### src/include/gdms_regs.vh
// register map, field layout and timing constants of the motion model selector
`ifndef GDMS_REGS_VH
`define GDMS_REGS_VH
// ==================================================
// register byte offsets
`define GDMS_MODEL_SEL_OFF 12'h000
`define GDMS_TIMING_OFF 12'h004
`define GDMS_VELOCITY_OFF 12'h008
`define GDMS_APPLIED_OFF 12'h00c
`define GDMS_DELAY_OFF 12'h010
`define GDMS_DELAY_ACT_OFF 12'h014
`define GDMS_SAWTOOTH_OFF 12'h018
`define GDMS_OFFSET_OFF 12'h01c
`define GDMS_RESET_OFF 12'h020
`define GDMS_STATUS_OFF 12'h024
// ==================================================
// model codes
`define GDMS_M_PORTABLE 3'h0
`define GDMS_M_STATIONARY 3'h1
`define GDMS_M_PEDESTRIAN 3'h2
`define GDMS_M_AUTOMOTIVE 3'h3
`define GDMS_M_SEA 3'h4
`define GDMS_M_AIR1G 3'h5
`define GDMS_M_AIR2G 3'h6
`define GDMS_M_AIR4G 3'h7
`define GDMS_SEL_AUTO 4'h8
`define GDMS_SEL_RESET 4'h0
// ==================================================
// timing mode field: 0 off, 1 on, 2 survey at power-on
`define GDMS_TMODE_OFF 2'h0
`define GDMS_TMODE_ON 2'h1
`define GDMS_TMODE_SURVEY 2'h2
// ==================================================
// velocity fields: speed in knots [15:0], climb rate ft/min [31:16]
`define GDMS_SPEED_LSB 0
`define GDMS_CLIMB_LSB 16
// ==================================================
// thresholds in knots and feet per minute
`define GDMS_KN_PED_UP 16'd2
`define GDMS_KN_PED_DN 16'd1
`define GDMS_KN_AUTO_UP 16'd10
`define GDMS_KN_AUTO_DN 16'd8
`define GDMS_KN_AIR1_UP 16'd60
`define GDMS_KN_AIR1_FORCE 16'd100
`define GDMS_KN_AIR1_DN 16'd50
`define GDMS_KN_AIR2_UP 16'd150
`define GDMS_KN_AIR2_DN 16'd130
`define GDMS_KN_AIR4_UP 16'd240
`define GDMS_KN_AIR4_DN 16'd210
`define GDMS_FPM_CLIMB 16'd400
// ==================================================
// delay offset limit in ns and receiver reset timing
`define GDMS_DELAY_MAX 16'sd32767
`define GDMS_DELAY_MIN -16'sd32767
`define GDMS_RST_PULSE_NS 1000
`define GDMS_LOCK_WAIT_S 60
`define GDMS_CLK_MHZ 100
`endif

### src/gdms_auto_model.v
// automatic motion model chooser with hysteresis
`timescale 1ns/1ns
`default_nettype none
module gdms_auto_model (
    // clock and reset
    input wire pclk,
    input wire presetn,
    // velocity and control
    input wire enable,
    input wire sample,
    input wire [15:0] speed,
    input wire [15:0] climb_abs,
    // chosen model
    output reg [2:0] model_reg
);
`include "gdms_regs.vh"
    reg [2:0] model_next;
    wire climb_ok;
    assign climb_ok = climb_abs > `GDMS_FPM_CLIMB;
    // ==================================================
    // one step per sample; thresholds held between entry and fallback
    always @* begin
        model_next = model_reg;
        case (model_reg)
            `GDMS_M_STATIONARY: begin
                if (speed > `GDMS_KN_PED_UP)
                    model_next = `GDMS_M_PEDESTRIAN;
            end
            `GDMS_M_PEDESTRIAN: begin
                if (speed > `GDMS_KN_AUTO_UP)
                    model_next = `GDMS_M_AUTOMOTIVE;
                else if (speed < `GDMS_KN_PED_DN)
                    model_next = `GDMS_M_STATIONARY;
            end
            `GDMS_M_AUTOMOTIVE: begin
                if ((speed > `GDMS_KN_AIR1_UP && climb_ok) || speed > `GDMS_KN_AIR1_FORCE)
                    model_next = `GDMS_M_AIR1G;
                else if (speed < `GDMS_KN_AUTO_DN)
                    model_next = `GDMS_M_PEDESTRIAN;
            end
            `GDMS_M_AIR1G: begin
                if (speed > `GDMS_KN_AIR2_UP)
                    model_next = `GDMS_M_AIR2G;
                else if (speed < `GDMS_KN_AIR1_DN)
                    model_next = `GDMS_M_AUTOMOTIVE;
            end
            `GDMS_M_AIR2G: begin
                if (speed > `GDMS_KN_AIR4_UP)
                    model_next = `GDMS_M_AIR4G;
                else if (speed < `GDMS_KN_AIR2_DN)
                    model_next = `GDMS_M_AIR1G;
            end
            `GDMS_M_AIR4G: begin
                if (speed < `GDMS_KN_AIR4_DN)
                    model_next = `GDMS_M_AIR2G;
            end
            default: model_next = `GDMS_M_STATIONARY;
        endcase
    end
    always @(posedge pclk or negedge presetn) begin
        if (!presetn)
            model_reg <= `GDMS_M_STATIONARY;
        else if (!enable)
            model_reg <= `GDMS_M_STATIONARY;
        else if (sample)
            model_reg <= model_next;
    end
endmodule // gdms_auto_model
`default_nettype wire

### src/gdms_selector.v
// apb top of the motion model selector, delay offset and receiver reset
//
// The implementer's own choices: the placing of the registers and the APB register port.
`timescale 1ns/1ns
`default_nettype none
module gdms_selector #(
    parameter RST_PULSE_CYC = (`GDMS_RST_PULSE_NS * `GDMS_CLK_MHZ + 999) / 1000,
    // a minute of cycles does not fit in 32 bits, so the count is 36 bits wide
    parameter [35:0] LOCK_WAIT_CYC = `GDMS_LOCK_WAIT_S * `GDMS_CLK_MHZ * 36'd1000000,
    parameter BLINK_CYC = 25000000
) (
    // apb
    input wire pclk,
    input wire presetn,
    input wire psel,
    input wire penable,
    input wire pwrite,
    input wire [11:0] paddr,
    input wire [31:0] pwdata,
    output reg [31:0] prdata,
    output wire pready,
    output wire pslverr,
    // receiver side
    input wire [15:0] rx_sawtooth,
    input wire rx_sawtooth_valid,
    input wire [15:0] rx_pulse_offset,
    output reg [2:0] rx_model_reg,
    output reg rx_doppler_reg,
    output reg rx_reset_n_reg,
    output reg [15:0] rx_delay_reg,
    output reg [15:0] osc_steer_reg,
    output reg led_red_reg,
    // non-volatile store
    input wire [3:0] nv_model,
    output reg nv_write_reg,
    output reg [3:0] nv_data_reg
);
`include "gdms_regs.vh"
    // ==================================================
    // bus decode
    wire wr_en;
    wire rd_phase;
    wire addr_hit;
    assign wr_en = psel && penable && pwrite;
    assign rd_phase = psel && !pwrite;
    assign pready = 1'b1;
    assign addr_hit = (paddr == `GDMS_MODEL_SEL_OFF) || (paddr == `GDMS_TIMING_OFF) ||
                      (paddr == `GDMS_VELOCITY_OFF) || (paddr == `GDMS_APPLIED_OFF) ||
                      (paddr == `GDMS_DELAY_OFF) || (paddr == `GDMS_DELAY_ACT_OFF) ||
                      (paddr == `GDMS_SAWTOOTH_OFF) || (paddr == `GDMS_OFFSET_OFF) ||
                      (paddr == `GDMS_RESET_OFF) || (paddr == `GDMS_STATUS_OFF);
    assign pslverr = psel && penable && !addr_hit;
    // ==================================================
    // control registers
    reg [3:0] model_sel_reg;
    reg [1:0] tmode_reg;
    reg [15:0] speed_reg;
    reg [15:0] climb_reg;
    reg [15:0] delay_reg;
    reg [15:0] sawtooth_reg;
    reg vel_new_reg;
    reg nv_loaded_reg;
    wire [15:0] climb_abs;
    wire [15:0] wr_delay;
    wire signed [31:0] wr_delay_s;
    assign climb_abs = climb_reg[15] ? (~climb_reg + 16'h0001) : climb_reg;
    assign wr_delay_s = pwdata;
    // clamp on the full word, so out-of-range values never wrap into range
    assign wr_delay = (wr_delay_s < `GDMS_DELAY_MIN) ? `GDMS_DELAY_MIN :
                      (wr_delay_s > `GDMS_DELAY_MAX) ? `GDMS_DELAY_MAX : pwdata[15:0];
    always @(posedge pclk or negedge presetn) begin
        if (!presetn) begin
            model_sel_reg <= `GDMS_SEL_RESET;
            tmode_reg <= `GDMS_TMODE_OFF;
            speed_reg <= 16'h0000;
            climb_reg <= 16'h0000;
            delay_reg <= 16'h0000;
            vel_new_reg <= 1'b0;
            nv_loaded_reg <= 1'b0;
            nv_write_reg <= 1'b0;
            nv_data_reg <= 4'h0;
        end else begin
            nv_write_reg <= 1'b0;
            vel_new_reg <= 1'b0;
            if (!nv_loaded_reg) begin
                // stored selection restored once after reset
                nv_loaded_reg <= 1'b1;
                if (nv_model <= `GDMS_SEL_AUTO)
                    model_sel_reg <= nv_model;
            end
            if (wr_en) begin
                case (paddr)
                    `GDMS_MODEL_SEL_OFF: begin
                        if (pwdata[3:0] <= `GDMS_SEL_AUTO) begin
                            model_sel_reg <= pwdata[3:0];
                            nv_write_reg <= 1'b1;
                            nv_data_reg <= pwdata[3:0];
                        end
                    end
                    `GDMS_TIMING_OFF: begin
                        if (pwdata[1:0] != 2'h3)
                            tmode_reg <= pwdata[1:0];
                    end
                    `GDMS_VELOCITY_OFF: begin
                        speed_reg <= pwdata[`GDMS_SPEED_LSB +: 16];
                        climb_reg <= pwdata[`GDMS_CLIMB_LSB +: 16];
                        vel_new_reg <= 1'b1;
                    end
                    `GDMS_DELAY_OFF: delay_reg <= wr_delay;
                    default: delay_reg <= delay_reg;
                endcase
            end
        end
    end
    // ==================================================
    // sawtooth capture from receiver
    always @(posedge pclk or negedge presetn) begin
        if (!presetn)
            sawtooth_reg <= 16'h0000;
        else if (rx_sawtooth_valid)
            sawtooth_reg <= rx_sawtooth;
    end
    // ==================================================
    // automatic chooser
    wire timing_on;
    wire auto_on;
    wire [2:0] auto_model;
    assign timing_on = tmode_reg != `GDMS_TMODE_OFF;
    assign auto_on = (model_sel_reg == `GDMS_SEL_AUTO) && !timing_on;
    gdms_auto_model u_auto (
        .pclk(pclk),
        .presetn(presetn),
        .enable(auto_on),
        .sample(vel_new_reg),
        .speed(speed_reg),
        .climb_abs(climb_abs),
        .model_reg(auto_model)
    );
    // ==================================================
    // applied model
    reg [2:0] model_next;
    always @* begin
        if (timing_on)
            model_next = `GDMS_M_STATIONARY;
        else if (model_sel_reg == `GDMS_SEL_AUTO)
            model_next = auto_model;
        else
            model_next = model_sel_reg[2:0];
    end
    always @(posedge pclk or negedge presetn) begin
        if (!presetn) begin
            rx_model_reg <= `GDMS_M_STATIONARY;
            rx_doppler_reg <= 1'b0;
        end else begin
            rx_model_reg <= model_next;
            rx_doppler_reg <= model_next >= `GDMS_M_AIR1G;
        end
    end
    // ==================================================
    // receiver reset sequencer: pulse, then lock wait with blinking led
    localparam S_IDLE = 3'b001;
    localparam S_PULSE = 3'b010;
    localparam S_WAIT = 3'b100;
    reg [2:0] state_reg;
    reg [35:0] cnt_reg;
    reg [31:0] blink_reg;
    wire rst_cmd;
    assign rst_cmd = wr_en && (paddr == `GDMS_RESET_OFF) && pwdata[0];
    always @(posedge pclk or negedge presetn) begin
        if (!presetn) begin
            state_reg <= S_IDLE;
            cnt_reg <= 36'h000000000;
            blink_reg <= 32'h00000000;
            rx_reset_n_reg <= 1'b1;
            rx_delay_reg <= 16'h0000;
            led_red_reg <= 1'b0;
        end else begin
            case (state_reg)
                S_IDLE: begin
                    led_red_reg <= 1'b0;
                    if (rst_cmd) begin
                        state_reg <= S_PULSE;
                        cnt_reg <= 36'h000000000;
                        rx_reset_n_reg <= 1'b0;
                        rx_delay_reg <= delay_reg;
                    end
                end
                S_PULSE: begin
                    cnt_reg <= cnt_reg + 36'h000000001;
                    if (cnt_reg >= RST_PULSE_CYC - 1) begin
                        state_reg <= S_WAIT;
                        cnt_reg <= 36'h000000000;
                        blink_reg <= 32'h00000000;
                        rx_reset_n_reg <= 1'b1;
                        led_red_reg <= 1'b1;
                    end
                end
                S_WAIT: begin
                    // led blinks until the lock wait ends
                    cnt_reg <= cnt_reg + 36'h000000001;
                    blink_reg <= blink_reg + 32'h00000001;
                    if (blink_reg >= BLINK_CYC - 1) begin
                        blink_reg <= 32'h00000000;
                        led_red_reg <= ~led_red_reg;
                    end
                    if (cnt_reg >= LOCK_WAIT_CYC - 1) begin
                        state_reg <= S_IDLE;
                        led_red_reg <= 1'b0;
                    end
                end
                default: state_reg <= S_IDLE;
            endcase
        end
    end
    // ==================================================
    // discipline: steer word moves one step toward zero offset per sample
    always @(posedge pclk or negedge presetn) begin
        if (!presetn)
            osc_steer_reg <= 16'h8000;
        else if (rx_sawtooth_valid && rx_pulse_offset != 16'h0000) begin
            if (rx_pulse_offset[15])
                osc_steer_reg <= osc_steer_reg + 16'h0001;
            else
                osc_steer_reg <= osc_steer_reg - 16'h0001;
        end
    end
    // ==================================================
    // read mux, registered in the setup phase
    always @(posedge pclk or negedge presetn) begin
        if (!presetn)
            prdata <= 32'h00000000;
        else if (rd_phase && !penable) begin
            case (paddr)
                `GDMS_MODEL_SEL_OFF: prdata <= {28'h0000000, model_sel_reg};
                `GDMS_TIMING_OFF: prdata <= {30'h00000000, tmode_reg};
                `GDMS_VELOCITY_OFF: prdata <= {climb_reg, speed_reg};
                `GDMS_APPLIED_OFF: prdata <= {29'h00000000, rx_model_reg};
                `GDMS_DELAY_OFF: prdata <= {{16{delay_reg[15]}}, delay_reg};
                `GDMS_DELAY_ACT_OFF: prdata <= {{16{rx_delay_reg[15]}}, rx_delay_reg};
                `GDMS_SAWTOOTH_OFF: prdata <= {{16{sawtooth_reg[15]}}, sawtooth_reg};
                `GDMS_OFFSET_OFF: prdata <= {{16{rx_pulse_offset[15]}}, rx_pulse_offset};
                `GDMS_STATUS_OFF: prdata <= {28'h0000000, rx_doppler_reg, led_red_reg,
                                             state_reg == S_IDLE, rx_reset_n_reg};
                default: prdata <= 32'h00000000;
            endcase
        end
    end
endmodule // gdms_selector
`default_nettype wire

### config.mk
export PLATFORM = sky130hd
export DESIGN_NAME = gdms_selector
export DESIGN_NICKNAME = d
export VERILOG_FILES = /design/src/gdms_auto_model.v /design/src/gdms_selector.v
export VERILOG_INCLUDE_DIRS = /design/src /design/src/include
export SDC_FILE = /design/constraint.sdc
export NUM_CORES = 1
export LEC_CHECK = 0
export BUFFER_PORTS_ARGS = -buffer_cell sky130_fd_sc_hd__buf_2
export CORE_UTILIZATION = 52
export DETAILED_ROUTE_END_ITERATION = 8
export PLACE_DENSITY = 0.85
export SKIP_CTS_REPAIR_TIMING = 1
export SYNTH_ARGS = -nofsm -noshare
export SYNTH_HDL_FRONTEND = slang
export SYNTH_SLANG_ARGS = --single-unit
### constraint.sdc
create_clock -name pclk -period 2.2 [get_ports pclk]
set_clock_uncertainty 0.05 [all_clocks]
set_input_delay 0.33 -clock pclk [delete_from_list [all_inputs] [get_ports pclk]]
set_output_delay 0.33 -clock pclk [all_outputs]
set_load 0.05 [all_outputs]
==> results.md <==
* Status: finished, violations left
* Failing checks: setup timing
* Total Power at 0.0141 W
* Setup crit end kind: flip-flop
* Critical Path Source Type: flip-flop
* Hold_ws at 0.0129 ns
* WHS Path Cells at 2
* DRT iter0 DRCs at 1138
* Largest net degree at the start of global routing at 65
* Crit Path Max Fanout at 8
* Post-synth EDFFs at 0
* Proportion of netlist area held by the largest area contributor at 0.472
* Fin nets at 1581
* Initial Util at 0.538
* Post-route setup slack at -0.340 ns
* Reg2reg start: cnt_reg[35]$_DFFE_PN0P_
* Die ar. at 22600 um^2
* Register Area at 5540 um^2
* Total Wirelength at 37700 um
* Clock Pin Slew Worst Setup and Hold Paths at 0.06 ns
* Setup violations, final at 81
* Die height at 150 um
* FILL cells at 1257
* Distinct cells, synth at 79
* Leak at 7.33 nW
* Critical Path AT at 2.91 ns
* First-pass GRT wire length at 52300 um
* Multi-input gate area at 6380 um^2
* R2R cell count at 9
* Layout cell share with drive strength beyond 1 at 0.407
* Setup TNS at -14.99 ns
* Global route total overflow at 0
* DRC at 0
* Req. time, crit path at 2.58 ns
* Worst Max-Slew Pin Slew at 0.627 ns
* Crit Path Class: flip-flop to flip-flop
* Final Max Slew Viols at 0
* Area grow syn2layout at 37.2%
* Fin crit share at 1.15
* Die X at 150 um
* Max-Cap Viols at 0
* Placer Congestion at 0.954
* Vias after detailed routing at 11200
* Row cnt at 53
* RSZ-0062 raised after global routing: yes
* Power per cell area at 895 nW/um^2
* Synth Register Bits at 221
* DRT Pass-1 Iters at 6
* Vias/cell at 6.29
* Synth top area cells: dfrtp_1 47%, mux2_2 6.4%, o21ai_0 4.4%, nand2_1 3.7%, nor2_1 3.6%
* Initial antenna violation count at 5
* Clk buf depth at 3
* Avg Inst Size Synth at 10.0 um^2
* Seq/Total Area, Yosys at 0.483
* Prevailing post-synth register cell: dfrtp_1
* Mapped Cells at 1141
* CTS tree: yes
* Number of global-route vias before repair at 10200
* Slew HR at 0.581
* Async S/R FF share, synth at 1.00
* Cell taking the most area after synthesis: dfrtp_1
* CP startpoint: cnt_reg[35]$_DFFE_PN0P_
* Input/output buffers at 161
* Max reg flops at 36
* # IOs at 163
* Clock buffer count from CTS at 25
* Maximum VDD drop at 1.03 mV
* CTS Root Buffer Type: clkbuf_16
* Clk Latency, worst-skew pair at 0.55 ns
* Routed WL per cell at 21.2 um
* Fmax at 0.394 GHz
* Final hold violation count at 0
* Hold Startpoint: pwdata[18]
* Core ar. at 21300 um^2
* Hold/Removal Path Class: primary input to flip-flop
* Htree depth at 1
* Yosys warning total at 0
* Hpwl dp at 23500 um
* Cell area after synthesis at 11500 um^2
* Minimum clock period at 2.54 ns
* Detail Route Antenna Nets at 0
* CTS Sinks at 221
* Total track usage at 0.293
==> per-stage QoR <==
| stage | setup slack (ns) | std cells | area (um^2) | utilization |
|---|---|---|---|---|
| after detailed placement | -0.454 | 1690 | 13900 | 0.654 |
| after floorplan | -0.255 | 1142 | 11700 | - |
| final | -0.340 | 1776 | 15700 | 0.739 |
| after global routing | -0.443 | 1772 | 15700 | 0.738 |
| after CTS | -0.333 | 1734 | 14700 | 0.692 |
| after global placement | -0.359 | 1690 | 13900 | 0.654 |
==> layout make-up <==
cell class                 count  area share
tap                          275      0.0219
timing repair buffer         358       0.163
multi-input combinational    849       0.405
clock inverter                12     0.00676
inverter                      23     0.00589
sequential                   221       0.352
antenna                        6    0.000955
clock buffer                  32      0.0440
==> report_power, final <==
part / internal, W / switching (W) / total [W]
Clock: 0.00235 / 0.00178 / 0.00413
Sequential: 0.00443 / 0.000322 / 0.00475
Combinational: 0.00204 / 0.00315 / 0.00518
==> cell families (layout without fill, tap and decap cells) <==
kind of cell             count (synthesis)  in the layout  synth area share
adder cells (fa/ha/maj)                 18             18            0.0201
AO/OA/AOI/OAI                          285            285             0.153
other                                    1              8          0.000327
AND/OR/NAND/NOR                        421            425             0.188
multiplexers                            85             85             0.101
flip-flops                             221            221             0.483
XOR/XNOR                                34             34            0.0260
buffers and inverters                   76            425            0.0282
==> worst max-delay path, cell delays in order, from the launching register on <==
cell and delay [ns]:
dfrtp_1 0.39, or3_4 0.40, or4_4 0.44, nor4_4 0.32
buf_4 0.16, nand2b_4 0.20, nand2_4 0.13, o21ai_0 0.13
nand2_1 0.08, o21ai_0 0.13
==> cells in the mapped netlist (6+ instances only) <==
master      n
nor2_1    110
ha_1       16
nor2b_1    12
xor2_1     25
and2_1     11
and3_1     30
a21oi_1    79
nand3_1    29
buf_2      12
xnor2_1     9
nor3_1     13
mux4_2     18
a22oi_1    15
nor4_1     28
a31oi_1    10
o31ai_1    13
o21ai_0   100
nand2_1   114
buf_1       9
dfrtp_1   216
nand4_1    18
clkbuf_1   28
mux2_2     65
o41ai_1     6
a21o_1      8
inv_1      23
or3_1      13
==> placed cells by master, fill, tap and decap left out, types with 9 or more instances in the layout <==
| master | count |
|---|---|
| buf_4 | 156 |
| xnor2_1 | 9 |
| nand4_1 | 18 |
| and3_1 | 29 |
| mux2_2 | 65 |
| buf_6 | 10 |
| o21ai_1 | 33 |
| dlygate4sd3_1 | 17 |
| nor2_1 | 85 |
| ha_1 | 11 |
| dfrtp_1 | 214 |
| nor2b_1 | 11 |
| nor2_4 | 21 |
| and2_1 | 11 |
| mux4_2 | 18 |
| inv_1 | 21 |
| a21oi_1 | 68 |
| nand2_1 | 111 |
| buf_2 | 160 |
| buf_12 | 12 |
| clkbuf_16 | 27 |
| a22oi_1 | 15 |
| nand3_1 | 27 |
| nor3_1 | 12 |
| a21oi_2 | 11 |
| nor4_1 | 20 |
| o21ai_0 | 56 |
| xor2_1 | 21 |
| or3_1 | 10 |
| o21ai_2 | 12 |
==> path summary, 6_finish.rpt <==
| path | end | slack [ns] |
|---|---|---|
| hold reg to reg | sawtooth_reg[10]$_DFFE_PN0P_ | 0.46 |
| setup / recovery | blink_reg[4]$_DFFE_PN0P_ | -0.34 |
| min in group asynchronous | osc_steer_reg[2]$_DFFE_PN0P_ | 0.26 |
| hold / removal | climb_reg[2]$_DFFE_PN0P_ | 0.01 |
| max in group asynchronous | blink_reg[16]$_DFFE_PN0P_ | 1.07 |
| setup reg to reg | blink_reg[4]$_DFFE_PN0P_ | -0.34 |
==> routing by layer <==
metal	routed length (um)	vias to the layer above	GRT usage
li1	-	4861	-
met1	14200	5477	0.378
met2	18000	684	0.468
met3	3910	148	0.0864
met4	1590	2	0.108
met5	11	-	0
(Power assumes the default switching activity.)
